--- src/eisc_defines.svh ---
// register offsets, field positions, reset values of the sense front end
// assumes inclusion by bare name from eisc_top
`ifndef EISC_DEFINES_SVH
`define EISC_DEFINES_SVH
`define EISC_OFS_SENSE 8'h00
`define EISC_OFS_POL 8'h04
`define EISC_OFS_PEN 8'h08
`define EISC_OFS_FLAGS 8'h0C
`define EISC_OFS_STATUS 8'h10
`define EISC_OFS_MASK 8'h14
`define EISC_OFS_MISC 8'h18
`define EISC_BIT_GMASK 15
`define EISC_BIT_LMODE 14
`define EISC_BIT_OVR 13
`define EISC_BIT_RSVD 12
`define EISC_RST_SENSE 16'h4000
`define EISC_RST_POL 16'h0000
`define EISC_RST_PEN 16'h0000
`define EISC_SENSE_WMASK 16'hEFFF
`endif

--- src/eisc_pkg.sv ---
// types of the external request sense front end
// assumes eisc_defines.svh on the include path
package eisc_pkg;
  typedef enum logic [1:0] {
    EISC_FALL = 2'h0,
    EISC_RISE = 2'h1,
    EISC_LOW = 2'h2,
    EISC_HIGH = 2'h3
  } eisc_sense_t;
  typedef struct packed {
    logic nm_low;
    logic standby;
    logic block_flag;
  } eisc_cpu_t;
endpackage : eisc_pkg

--- src/eisc_top.sv ---
// external request sense front end with AXI4-Lite register slave
// assumes asynchronous pins, cpu state inputs on clk
`timescale 1ns/1ns
`include "eisc_defines.svh"
module eisc_top
  import eisc_pkg::*;
#(
  parameter int NLINES = 6,
  parameter int NPINS = 16
) (
  input wire logic clk,
  input wire logic sys_rst,
  input wire logic [7:0] s_axi_awaddr,
  input wire logic s_axi_awvalid,
  output logic s_axi_awready,
  input wire logic [31:0] s_axi_wdata,
  input wire logic [3:0] s_axi_wstrb,
  input wire logic s_axi_wvalid,
  output logic s_axi_wready,
  output logic [1:0] s_axi_bresp,
  output logic s_axi_bvalid,
  input wire logic s_axi_bready,
  input wire logic [7:0] s_axi_araddr,
  input wire logic s_axi_arvalid,
  output logic s_axi_arready,
  output logic [31:0] s_axi_rdata,
  output logic [1:0] s_axi_rresp,
  output logic s_axi_rvalid,
  input wire logic s_axi_rready,
  input wire logic [NLINES-1:0] external_request_lines,
  input wire logic [NPINS-1:0] port_interrupt_pins,
  input wire logic nm_pin,
  input wire eisc_cpu_t cpu_state,
  output logic [NLINES-1:0] request_line_flag,
  output logic port_group_low_flag,
  output logic port_group_high_flag,
  output logic [3:0] encoded_level_inputs,
  output logic all_masked,
  output logic nm_accept_en,
  output logic irq
);
  // ------------------------------------------------------------
  // pin synchronisers
  // ------------------------------------------------------------
  logic [NLINES-1:0] line_s1_ff, line_s2_ff;
  logic [NPINS-1:0] pin_s1_ff, pin_s2_ff;
  logic nm_s1_ff, nm_s2_ff;
  always_ff @(posedge clk) begin
    if (sys_rst) begin
      line_s1_ff <= '1;
      line_s2_ff <= '1;
      pin_s1_ff <= '0;
      pin_s2_ff <= '0;
      nm_s1_ff <= 1'b1;
      nm_s2_ff <= 1'b1;
    end else begin
      line_s1_ff <= external_request_lines;
      line_s2_ff <= line_s1_ff;
      pin_s1_ff <= port_interrupt_pins;
      pin_s2_ff <= pin_s1_ff;
      nm_s1_ff <= nm_pin;
      nm_s2_ff <= nm_s1_ff;
    end
  end

  // ------------------------------------------------------------
  // registers
  // ------------------------------------------------------------
  logic [15:0] irq_sense_control_ff;
  logic [15:0] port_irq_polarity_ff;
  logic [15:0] port_irq_enable_ff;
  logic [7:0] status_ff, mask_ff;
  logic [NLINES-1:0] line_clr_ff;
  logic [7:0] aw_addr_ff;
  logic [31:0] wdata_ff;
  logic [3:0] wstrb_ff;
  logic do_write;
  logic [15:0] nxt_lo;

  // both halves held while ready is low; write fires once bvalid is free
  assign do_write = ~s_axi_awready & ~s_axi_wready & ~s_axi_bvalid;

  function automatic logic [15:0] merge16(input logic [15:0] old, input logic [31:0] d,
                                          input logic [3:0] st);
    merge16 = {st[1] ? d[15:8] : old[15:8], st[0] ? d[7:0] : old[7:0]};
  endfunction : merge16

  always_ff @(posedge clk) begin
    if (sys_rst) begin
      s_axi_awready <= 1'b1;
      s_axi_wready <= 1'b1;
      aw_addr_ff <= 8'h00;
      wdata_ff <= 32'h0000_0000;
      wstrb_ff <= 4'h0;
      s_axi_bvalid <= 1'b0;
    end else begin
      if (s_axi_awvalid && s_axi_awready) begin
        s_axi_awready <= 1'b0;
        aw_addr_ff <= s_axi_awaddr;
      end else if (do_write) begin
        s_axi_awready <= 1'b1;
      end
      if (s_axi_wvalid && s_axi_wready) begin
        s_axi_wready <= 1'b0;
        wdata_ff <= s_axi_wdata;
        wstrb_ff <= s_axi_wstrb;
      end else if (do_write) begin
        s_axi_wready <= 1'b1;
      end
      if (do_write) begin
        s_axi_bvalid <= 1'b1;
      end else if (s_axi_bready) begin
        s_axi_bvalid <= 1'b0;
      end
    end
  end
  assign s_axi_bresp = 2'h0;

  assign nxt_lo = merge16(irq_sense_control_ff, wdata_ff, wstrb_ff) & `EISC_SENSE_WMASK;

  always_ff @(posedge clk) begin
    if (sys_rst) begin
      irq_sense_control_ff <= `EISC_RST_SENSE;
      port_irq_polarity_ff <= `EISC_RST_POL;
      port_irq_enable_ff <= `EISC_RST_PEN;
      mask_ff <= 8'h00;
    end else if (do_write) begin
      case (aw_addr_ff)
        `EISC_OFS_SENSE: irq_sense_control_ff <= nxt_lo;
        `EISC_OFS_POL: port_irq_polarity_ff <= merge16(port_irq_polarity_ff, wdata_ff,
                                                        wstrb_ff);
        `EISC_OFS_PEN: port_irq_enable_ff <= merge16(port_irq_enable_ff, wdata_ff,
                                                      wstrb_ff);
        `EISC_OFS_MASK: if (wstrb_ff[0]) mask_ff <= wdata_ff[7:0];
        default: ;
      endcase
    end
  end

  // write 0 to a flag bit clears an edge flag that was read as 1
  logic [NLINES-1:0] read_seen_ff;
  logic flags_rd;
  always_ff @(posedge clk) begin
    if (sys_rst) begin
      line_clr_ff <= '0;
      read_seen_ff <= '0;
    end else begin
      line_clr_ff <= '0;
      if (flags_rd) begin
        read_seen_ff <= read_seen_ff | request_line_flag;
      end
      if (do_write && aw_addr_ff == `EISC_OFS_FLAGS && wstrb_ff[0]) begin
        line_clr_ff <= read_seen_ff & ~wdata_ff[NLINES-1:0];
        read_seen_ff <= read_seen_ff & wdata_ff[NLINES-1:0];
      end
    end
  end

  // ------------------------------------------------------------
  // detection
  // ------------------------------------------------------------
  logic lmode;
  logic gmask_active;
  logic [NLINES-1:0] line_en;
  logic [NLINES-1:0] det_flag;
  logic [NPINS-1:0] pin_active;

  assign lmode = irq_sense_control_ff[`EISC_BIT_LMODE];
  assign gmask_active = irq_sense_control_ff[`EISC_BIT_GMASK] & ~nm_s2_ff;

  // lines 0-3 detected only when not encoded; 4,5 always
  genvar gi;
  generate
    for (gi = 0; gi < NLINES; gi++) begin : g_line
      assign line_en[gi] = (gi < 4) ? ~lmode : 1'b1;
      eisc_line_det u_det (
        .clk(clk),
        .sys_rst(sys_rst),
        .pin(line_s2_ff[gi]),
        .en(line_en[gi]),
        .sense(eisc_sense_t'(irq_sense_control_ff[2*gi+1:2*gi])),
        .clr(line_clr_ff[gi]),
        .flag(det_flag[gi])
      );
    end
    for (gi = 0; gi < NPINS; gi++) begin : g_pin
      assign pin_active[gi] = port_irq_enable_ff[gi] &
        (pin_s2_ff[gi] ~^ port_irq_polarity_ff[gi]);
    end
  endgenerate

  logic grp_lo, grp_hi;
  assign grp_lo = |pin_active[7:0];
  assign grp_hi = |pin_active[15:8];

  always_ff @(posedge clk) begin
    if (sys_rst) begin
      request_line_flag <= '0;
      port_group_low_flag <= 1'b0;
      port_group_high_flag <= 1'b0;
      encoded_level_inputs <= 4'hF;
      all_masked <= 1'b0;
      nm_accept_en <= 1'b1;
    end else begin
      request_line_flag <= det_flag;
      port_group_low_flag <= grp_lo;
      port_group_high_flag <= grp_hi;
      // encoded level, active low, only in encoded mode
      encoded_level_inputs <= lmode ? line_s2_ff[3:0] : 4'hF;
      all_masked <= gmask_active;
      nm_accept_en <= ~(irq_sense_control_ff[`EISC_BIT_GMASK] & cpu_state.standby) &
        (~cpu_state.block_flag | irq_sense_control_ff[`EISC_BIT_OVR]);
    end
  end

  // ------------------------------------------------------------
  // sticky status, read to clear, masked interrupt
  // ------------------------------------------------------------
  logic [7:0] ev;
  logic [NLINES-1:0] prev_flag_ff;
  logic prev_lo_ff, prev_hi_ff;
  logic status_rd;
  always_ff @(posedge clk) begin
    if (sys_rst) begin
      prev_flag_ff <= '0;
      prev_lo_ff <= 1'b0;
      prev_hi_ff <= 1'b0;
    end else begin
      prev_flag_ff <= request_line_flag;
      prev_lo_ff <= port_group_low_flag;
      prev_hi_ff <= port_group_high_flag;
    end
  end
  assign ev = {port_group_high_flag & ~prev_hi_ff, port_group_low_flag & ~prev_lo_ff,
               request_line_flag & ~prev_flag_ff};

  always_ff @(posedge clk) begin
    if (sys_rst) begin
      status_ff <= 8'h00;
    end else if (status_rd) begin
      status_ff <= ev;
    end else begin
      status_ff <= status_ff | ev;
    end
  end

  always_ff @(posedge clk) begin
    if (sys_rst) begin
      irq <= 1'b0;
    end else begin
      irq <= |(status_ff & mask_ff) & ~gmask_active;
    end
  end

  // ------------------------------------------------------------
  // read channel
  // ------------------------------------------------------------
  logic [15:0] rd_val;
  assign status_rd = s_axi_arvalid & s_axi_arready & (s_axi_araddr == `EISC_OFS_STATUS);
  assign flags_rd = s_axi_arvalid & s_axi_arready & (s_axi_araddr == `EISC_OFS_FLAGS);
  always_comb begin
    case (s_axi_araddr)
      `EISC_OFS_SENSE: rd_val = irq_sense_control_ff & `EISC_SENSE_WMASK;
      `EISC_OFS_POL: rd_val = port_irq_polarity_ff;
      `EISC_OFS_PEN: rd_val = port_irq_enable_ff;
      `EISC_OFS_FLAGS: rd_val = {8'h00, port_group_low_flag, port_group_high_flag,
                                 request_line_flag};
      `EISC_OFS_STATUS: rd_val = {8'h00, status_ff};
      `EISC_OFS_MASK: rd_val = {8'h00, mask_ff};
      `EISC_OFS_MISC: rd_val = {13'h0000, nm_s2_ff, all_masked, nm_accept_en};
      default: rd_val = 16'h0000;
    endcase
  end

  always_ff @(posedge clk) begin
    if (sys_rst) begin
      s_axi_rvalid <= 1'b0;
      s_axi_rdata <= 32'h0000_0000;
      s_axi_arready <= 1'b1;
    end else if (s_axi_arvalid && s_axi_arready) begin
      s_axi_rvalid <= 1'b1;
      s_axi_rdata <= {16'h0000, rd_val};
      s_axi_arready <= 1'b0;
    end else if (s_axi_rready) begin
      s_axi_rvalid <= 1'b0;
      s_axi_arready <= 1'b1;
    end
  end
  assign s_axi_rresp = 2'h0;
endmodule : eisc_top

--- src/eisc_line_det.sv ---
// one request line detector with sticky edge flag
// assumes a synchronised pin level on the same clock
`timescale 1ns/1ns
module eisc_line_det
  import eisc_pkg::*;
(
  input wire logic clk,
  input wire logic sys_rst,
  input wire logic pin,
  input wire logic en,
  input wire eisc_sense_t sense,
  input wire logic clr,
  output logic flag
);
  logic prev_ff;
  logic edge_hit;
  always_ff @(posedge clk) begin
    if (sys_rst) begin
      prev_ff <= 1'b1;
    end else begin
      prev_ff <= pin;
    end
  end
  always_comb begin
    case (sense)
      EISC_FALL: edge_hit = prev_ff & ~pin;
      EISC_RISE: edge_hit = ~prev_ff & pin;
      default: edge_hit = 1'b0;
    endcase
  end
  // set beats clear on edges; level follows pin
  always_ff @(posedge clk) begin
    if (sys_rst) begin
      flag <= 1'b0;
    end else if (!en) begin
      flag <= 1'b0;
    end else if (sense == EISC_LOW) begin
      flag <= ~pin;
    end else if (sense == EISC_HIGH) begin
      flag <= pin;
    end else if (edge_hit) begin
      flag <= 1'b1;
    end else if (clr) begin
      flag <= 1'b0;
    end
  end
endmodule : eisc_line_det

--- config.mk ---
export PLATFORM = sky130hd
export DESIGN_NAME = eisc_top
export DESIGN_NICKNAME = d
export VERILOG_FILES = /design/src/eisc_pkg.sv /design/src/eisc_top.sv /design/src/eisc_line_det.sv
export VERILOG_INCLUDE_DIRS = /design/src /design/src/src
export SDC_FILE = /design/constraint.sdc
export NUM_CORES = 1
export LEC_CHECK = 0
export ABC_AREA = 1
export BUFFER_PORTS_ARGS = -buffer_cell sky130_fd_sc_hd__buf_4
export CORE_MARGIN = 3
export CORE_UTILIZATION = 45
export DETAILED_ROUTE_END_ITERATION = 16
export MAX_ROUTING_LAYER = met4
export PLACE_DENSITY = 0.76
export SYNTH_ARGS = -nofsm -noshare
export SYNTH_HDL_FRONTEND = slang
export SYNTH_SLANG_ARGS = --single-unit
--- constraint.sdc ---
create_clock -name clk -period 1.4 [get_ports clk]
set_clock_uncertainty 0.15 [all_clocks]
set_input_delay 0.07 -clock clk [delete_from_list [all_inputs] [get_ports clk]]
set_output_delay 0.07 -clock clk [all_outputs]
set_load 0.02 [all_outputs]
==> impl_metrics.tcl <==
set metrics [dict create \
    status "finished with violations" \
    violations "negative setup slack" \
    fin_ws_ns -0.214 \
    path_max_fanout 3 \
    yosys-top-cells-area "dfxtp_1 (51%), nor2_1 (7.0%), nand2_1 (6.5%)" \
    ios 141 \
    area_delta_synth_final_pct 46.8 \
    synth_edf_count 0 \
    ys_types 43 \
    min_from "sys_rst" \
    final_antenna_net_count 0 \
    ir_drop_uv 857 \
    layout_commonest_cell "dfxtp_1" \
    tightest_slew_ns 0.521 \
    slew_violations 0 \
    syn_area_per_cell_um2 7.80 \
    cp-start-kind "flip-flop" \
    setup_viol 61 \
    die_area_mm2 0.0192 \
    die_height_um 139 \
    fin_crit_sh 1.15 \
    rsz0062_at_grt "true" \
    critPathRequiredTime_ns 1.67 \
    power_mw 13.4 \
    ys_seq_elements 203 \
    crit_end "port_irq_polarity_ff[14]$_SDFFE_PP0P_" \
    cts_tree "done" \
    fin_nets 1359 \
    syn_inst 1015 \
    n_fill_cell 1222 \
    post-route-drc-count 0 \
    antenna_found_initial 0 \
    dr.first_iter.drc_count 610 \
    synth_top_area_frac 0.513 \
    critPathKind "flip-flop to flip-flop" \
    yosys_warnings 0 \
    p_seq_frac 0.459 \
    cp-end-kind "flip-flop" \
    grt_pass1_vias 7760 \
    yosysSeqAreaShare 0.513 \
    first_pass_iters 5 \
    sw_frac_of_total 0.235 \
    fmax_mhz 619 \
    rows 47 \
    cellPowerDensity_mw_per_mm2 1150 \
    clkSlewWorstSetupHoldPaths_ns 0.06 \
    grt_start_max_net_pins 41 \
    p_int_mw 10.2 \
    vias_per_cell 5.28 \
    numPortBuffers 101 \
    r2r_start "aw_addr_ff[1]$_SDFFE_PP0P_" \
    core_area_mm2 0.0169 \
    vias 7975 \
    wl_per_cell_um 17.0 \
    place_ws_ns -0.235 \
    clock_latency_ns 0.49 \
    cts_sinks 203 \
    synthArstFlopShare 0 \
    most-common-layout-cells "dfxtp_1 (190), buf_4 (155), nor2_1 (137), nand2_1 (128), inv_1 (125)" \
    hold_viol_final 0 \
    cap_violations 0 \
    h-tree-depth 1 \
    p_leak_nw 5.01 \
    placedInstanceArea_mm2 0.00921 \
    r2r_slack_ns -0.21 \
    cp_data_arrival_time_ns 1.88 \
    p_comb_frac 0.096 \
    grt_pass1_wl_mm 38.8 \
    fin_cells 1509 \
    synth_ff_type "dfxtp_1" \
    die_x_um 139 \
    final_cell_area_mm2 0.0116 \
    grt.total_usage 0.251 \
    start_util 0.469 \
    slew_headroom 0.652 \
    p_clk_frac 0.445 \
    drive_gt1_frac 0.269 \
    fin_util 0.689 \
    period_minus_slack_ns 1.61 \
    r2r_cells 8 \
    placed_cells 1352 \
    post-synth-top-area-cell "dfxtp_1" \
    switchingPower_mw 3.14 \
    startpoint "aw_addr_ff[1]$_SDFFE_PP0P_" \
    clock_path_buffers 3 \
    hpwl_mm 14.7 \
    timing.rr.end "port_irq_polarity_ff[14]$_SDFFE_PP0P_" \
    overflow 0 \
    place.gp.congestion 0.899 \
    numCtsBuffers 21 \
    wl_mm 25.7 \
    holdCritPathClass "primary input to flip-flop" \
    synthesis.area_mm2 0.00792 \
    cts_root_buf "clkbuf_16" \
]
-- Yosys cell counts (5+ instances only) --
library cell    n
a21oi_1        76
o32ai_1         6
a211oi_1        9
nand3_1        69
o211ai_1       17
clkbuf_1       22
nor3b_1         5
nand2_1       137
buf_4          24
buf_2          12
inv_1         131
dfxtp_1       203
o21ai_0        80
or2_2          20
nor2_1        148
-- metrics by stage --
step           hold slack [ns]  TNS, ns
5_1_grt                  0.104   -12.21
2_1_floorplan           0.0238   -0.410
3_3_place_gp             0.106    -4.20
6_report                0.0414    -8.72
3_5_place_dp             0.107    -7.53
4_1_cts                 0.0242    -3.97
-- flip-flops by register name, indices dropped and copies added (netlist names), 4 cells and up --
| name | count |
|---|---|
| line_s1_ff | 6 |
| wdata_ff | 16 |
| request_line_flag | 6 |
| irq_sense_control_ff | 15 |
| encoded_level_inputs | 4 |
| mask_ff | 8 |
| aw_addr_ff | 8 |
| line_s2_ff | 6 |
| read_seen_ff | 6 |
| status_ff | 8 |
| g_line.u_det.flag | 6 |
| pin_s2_ff | 16 |
| prev_flag_ff | 6 |
| s_axi_rdata | 16 |
| port_irq_polarity_ff | 16 |
| line_clr_ff | 6 |
| port_irq_enable_ff | 16 |
| pin_s1_ff | 16 |
| g_line.u_det.prev_ff | 6 |
-- layout make-up --
cell class                 count  area [µm²]  share of cell area
inverter                     135         526              0.0452
tap                          220         275              0.0237
clock inverter                 6         108             0.00926
timing repair buffer         277        2470               0.213
antenna                        2        5.00            0.000431
sequential                   203        4080               0.351
clock buffer                  30         631              0.0543
multi-input combinational    636        3520               0.303
-- power by group through the flow --
stage / Clock [mW] / Sequential, mW / Combinational [mW]
floorplan: 0 / 6.18 / 0.530
global placement: 0 / 6.22 / 0.881
detailed placement: 0 / 6.22 / 0.897
CTS: 5.97 / 6.11 / 1.16
global route: 6.22 / 6.15 / 1.40
finish: 5.95 / 6.14 / 1.29
-- layer usage --
layer | share of wire | vias to the layer above | GRT usage | wire [µm]
li1 | - | 3753 | - | -
met1 | 0.38 | 3731 | 0.292 | 9750
met2 | 0.50 | 377 | 0.427 | 12800
met3 | 0.069 | 114 | 0.0379 | 1770
met4 | 0.053 | 0 | 0.119 | 1370
met5 | 0 | - | - | 0
-- worst max-delay path, cell delays in order (launching register included) --
cell     delay (ns)
dfxtp_2        0.34
nor2_4         0.13
buf_4          0.14
nand3_4        0.08
nor2_4         0.17
buf_6          0.17
buf_6          0.12
nand3_1        0.09
a21oi_2        0.15
-- timing repair --
item	CTS	global route
hold endpoints to repair	101	1
setup endpoints to repair	66	85
hold buffers	100	1
resized for setup	85	73
cloned	1	1
setup buffers	9	9
pin swaps	19	32
-- cell families (layout without fill, tap and decap cells) --
kind of cell	count (synthesis)	count (layout)	synth area share
DFF	203	203	0.513
buffers and inverters	197	448	0.109
and+or+nand+nor	404	406	0.226
other	1	22	0.000474
AOI/OAI and AO/OA	207	207	0.148
xor gates and xnor gates	3	3	0.00332
-- worst min-delay path by stage --
stage               slack, ns  cells after the start                                 end
finish                   0.04                      4  encoded_level_inputs[1]$_SDFF_PP1_
global placement         0.11                      2            line_s1_ff[3]$_SDFF_PP1_
CTS                      0.02                      4  encoded_level_inputs[1]$_SDFF_PP1_
detailed placement       0.11                      2            line_s1_ff[3]$_SDFF_PP1_
floorplan                0.02                      1            line_s1_ff[0]$_SDFF_PP1_
global route             0.10                      4  encoded_level_inputs[0]$_SDFF_PP1_
(Power assumes the default switching activity.)
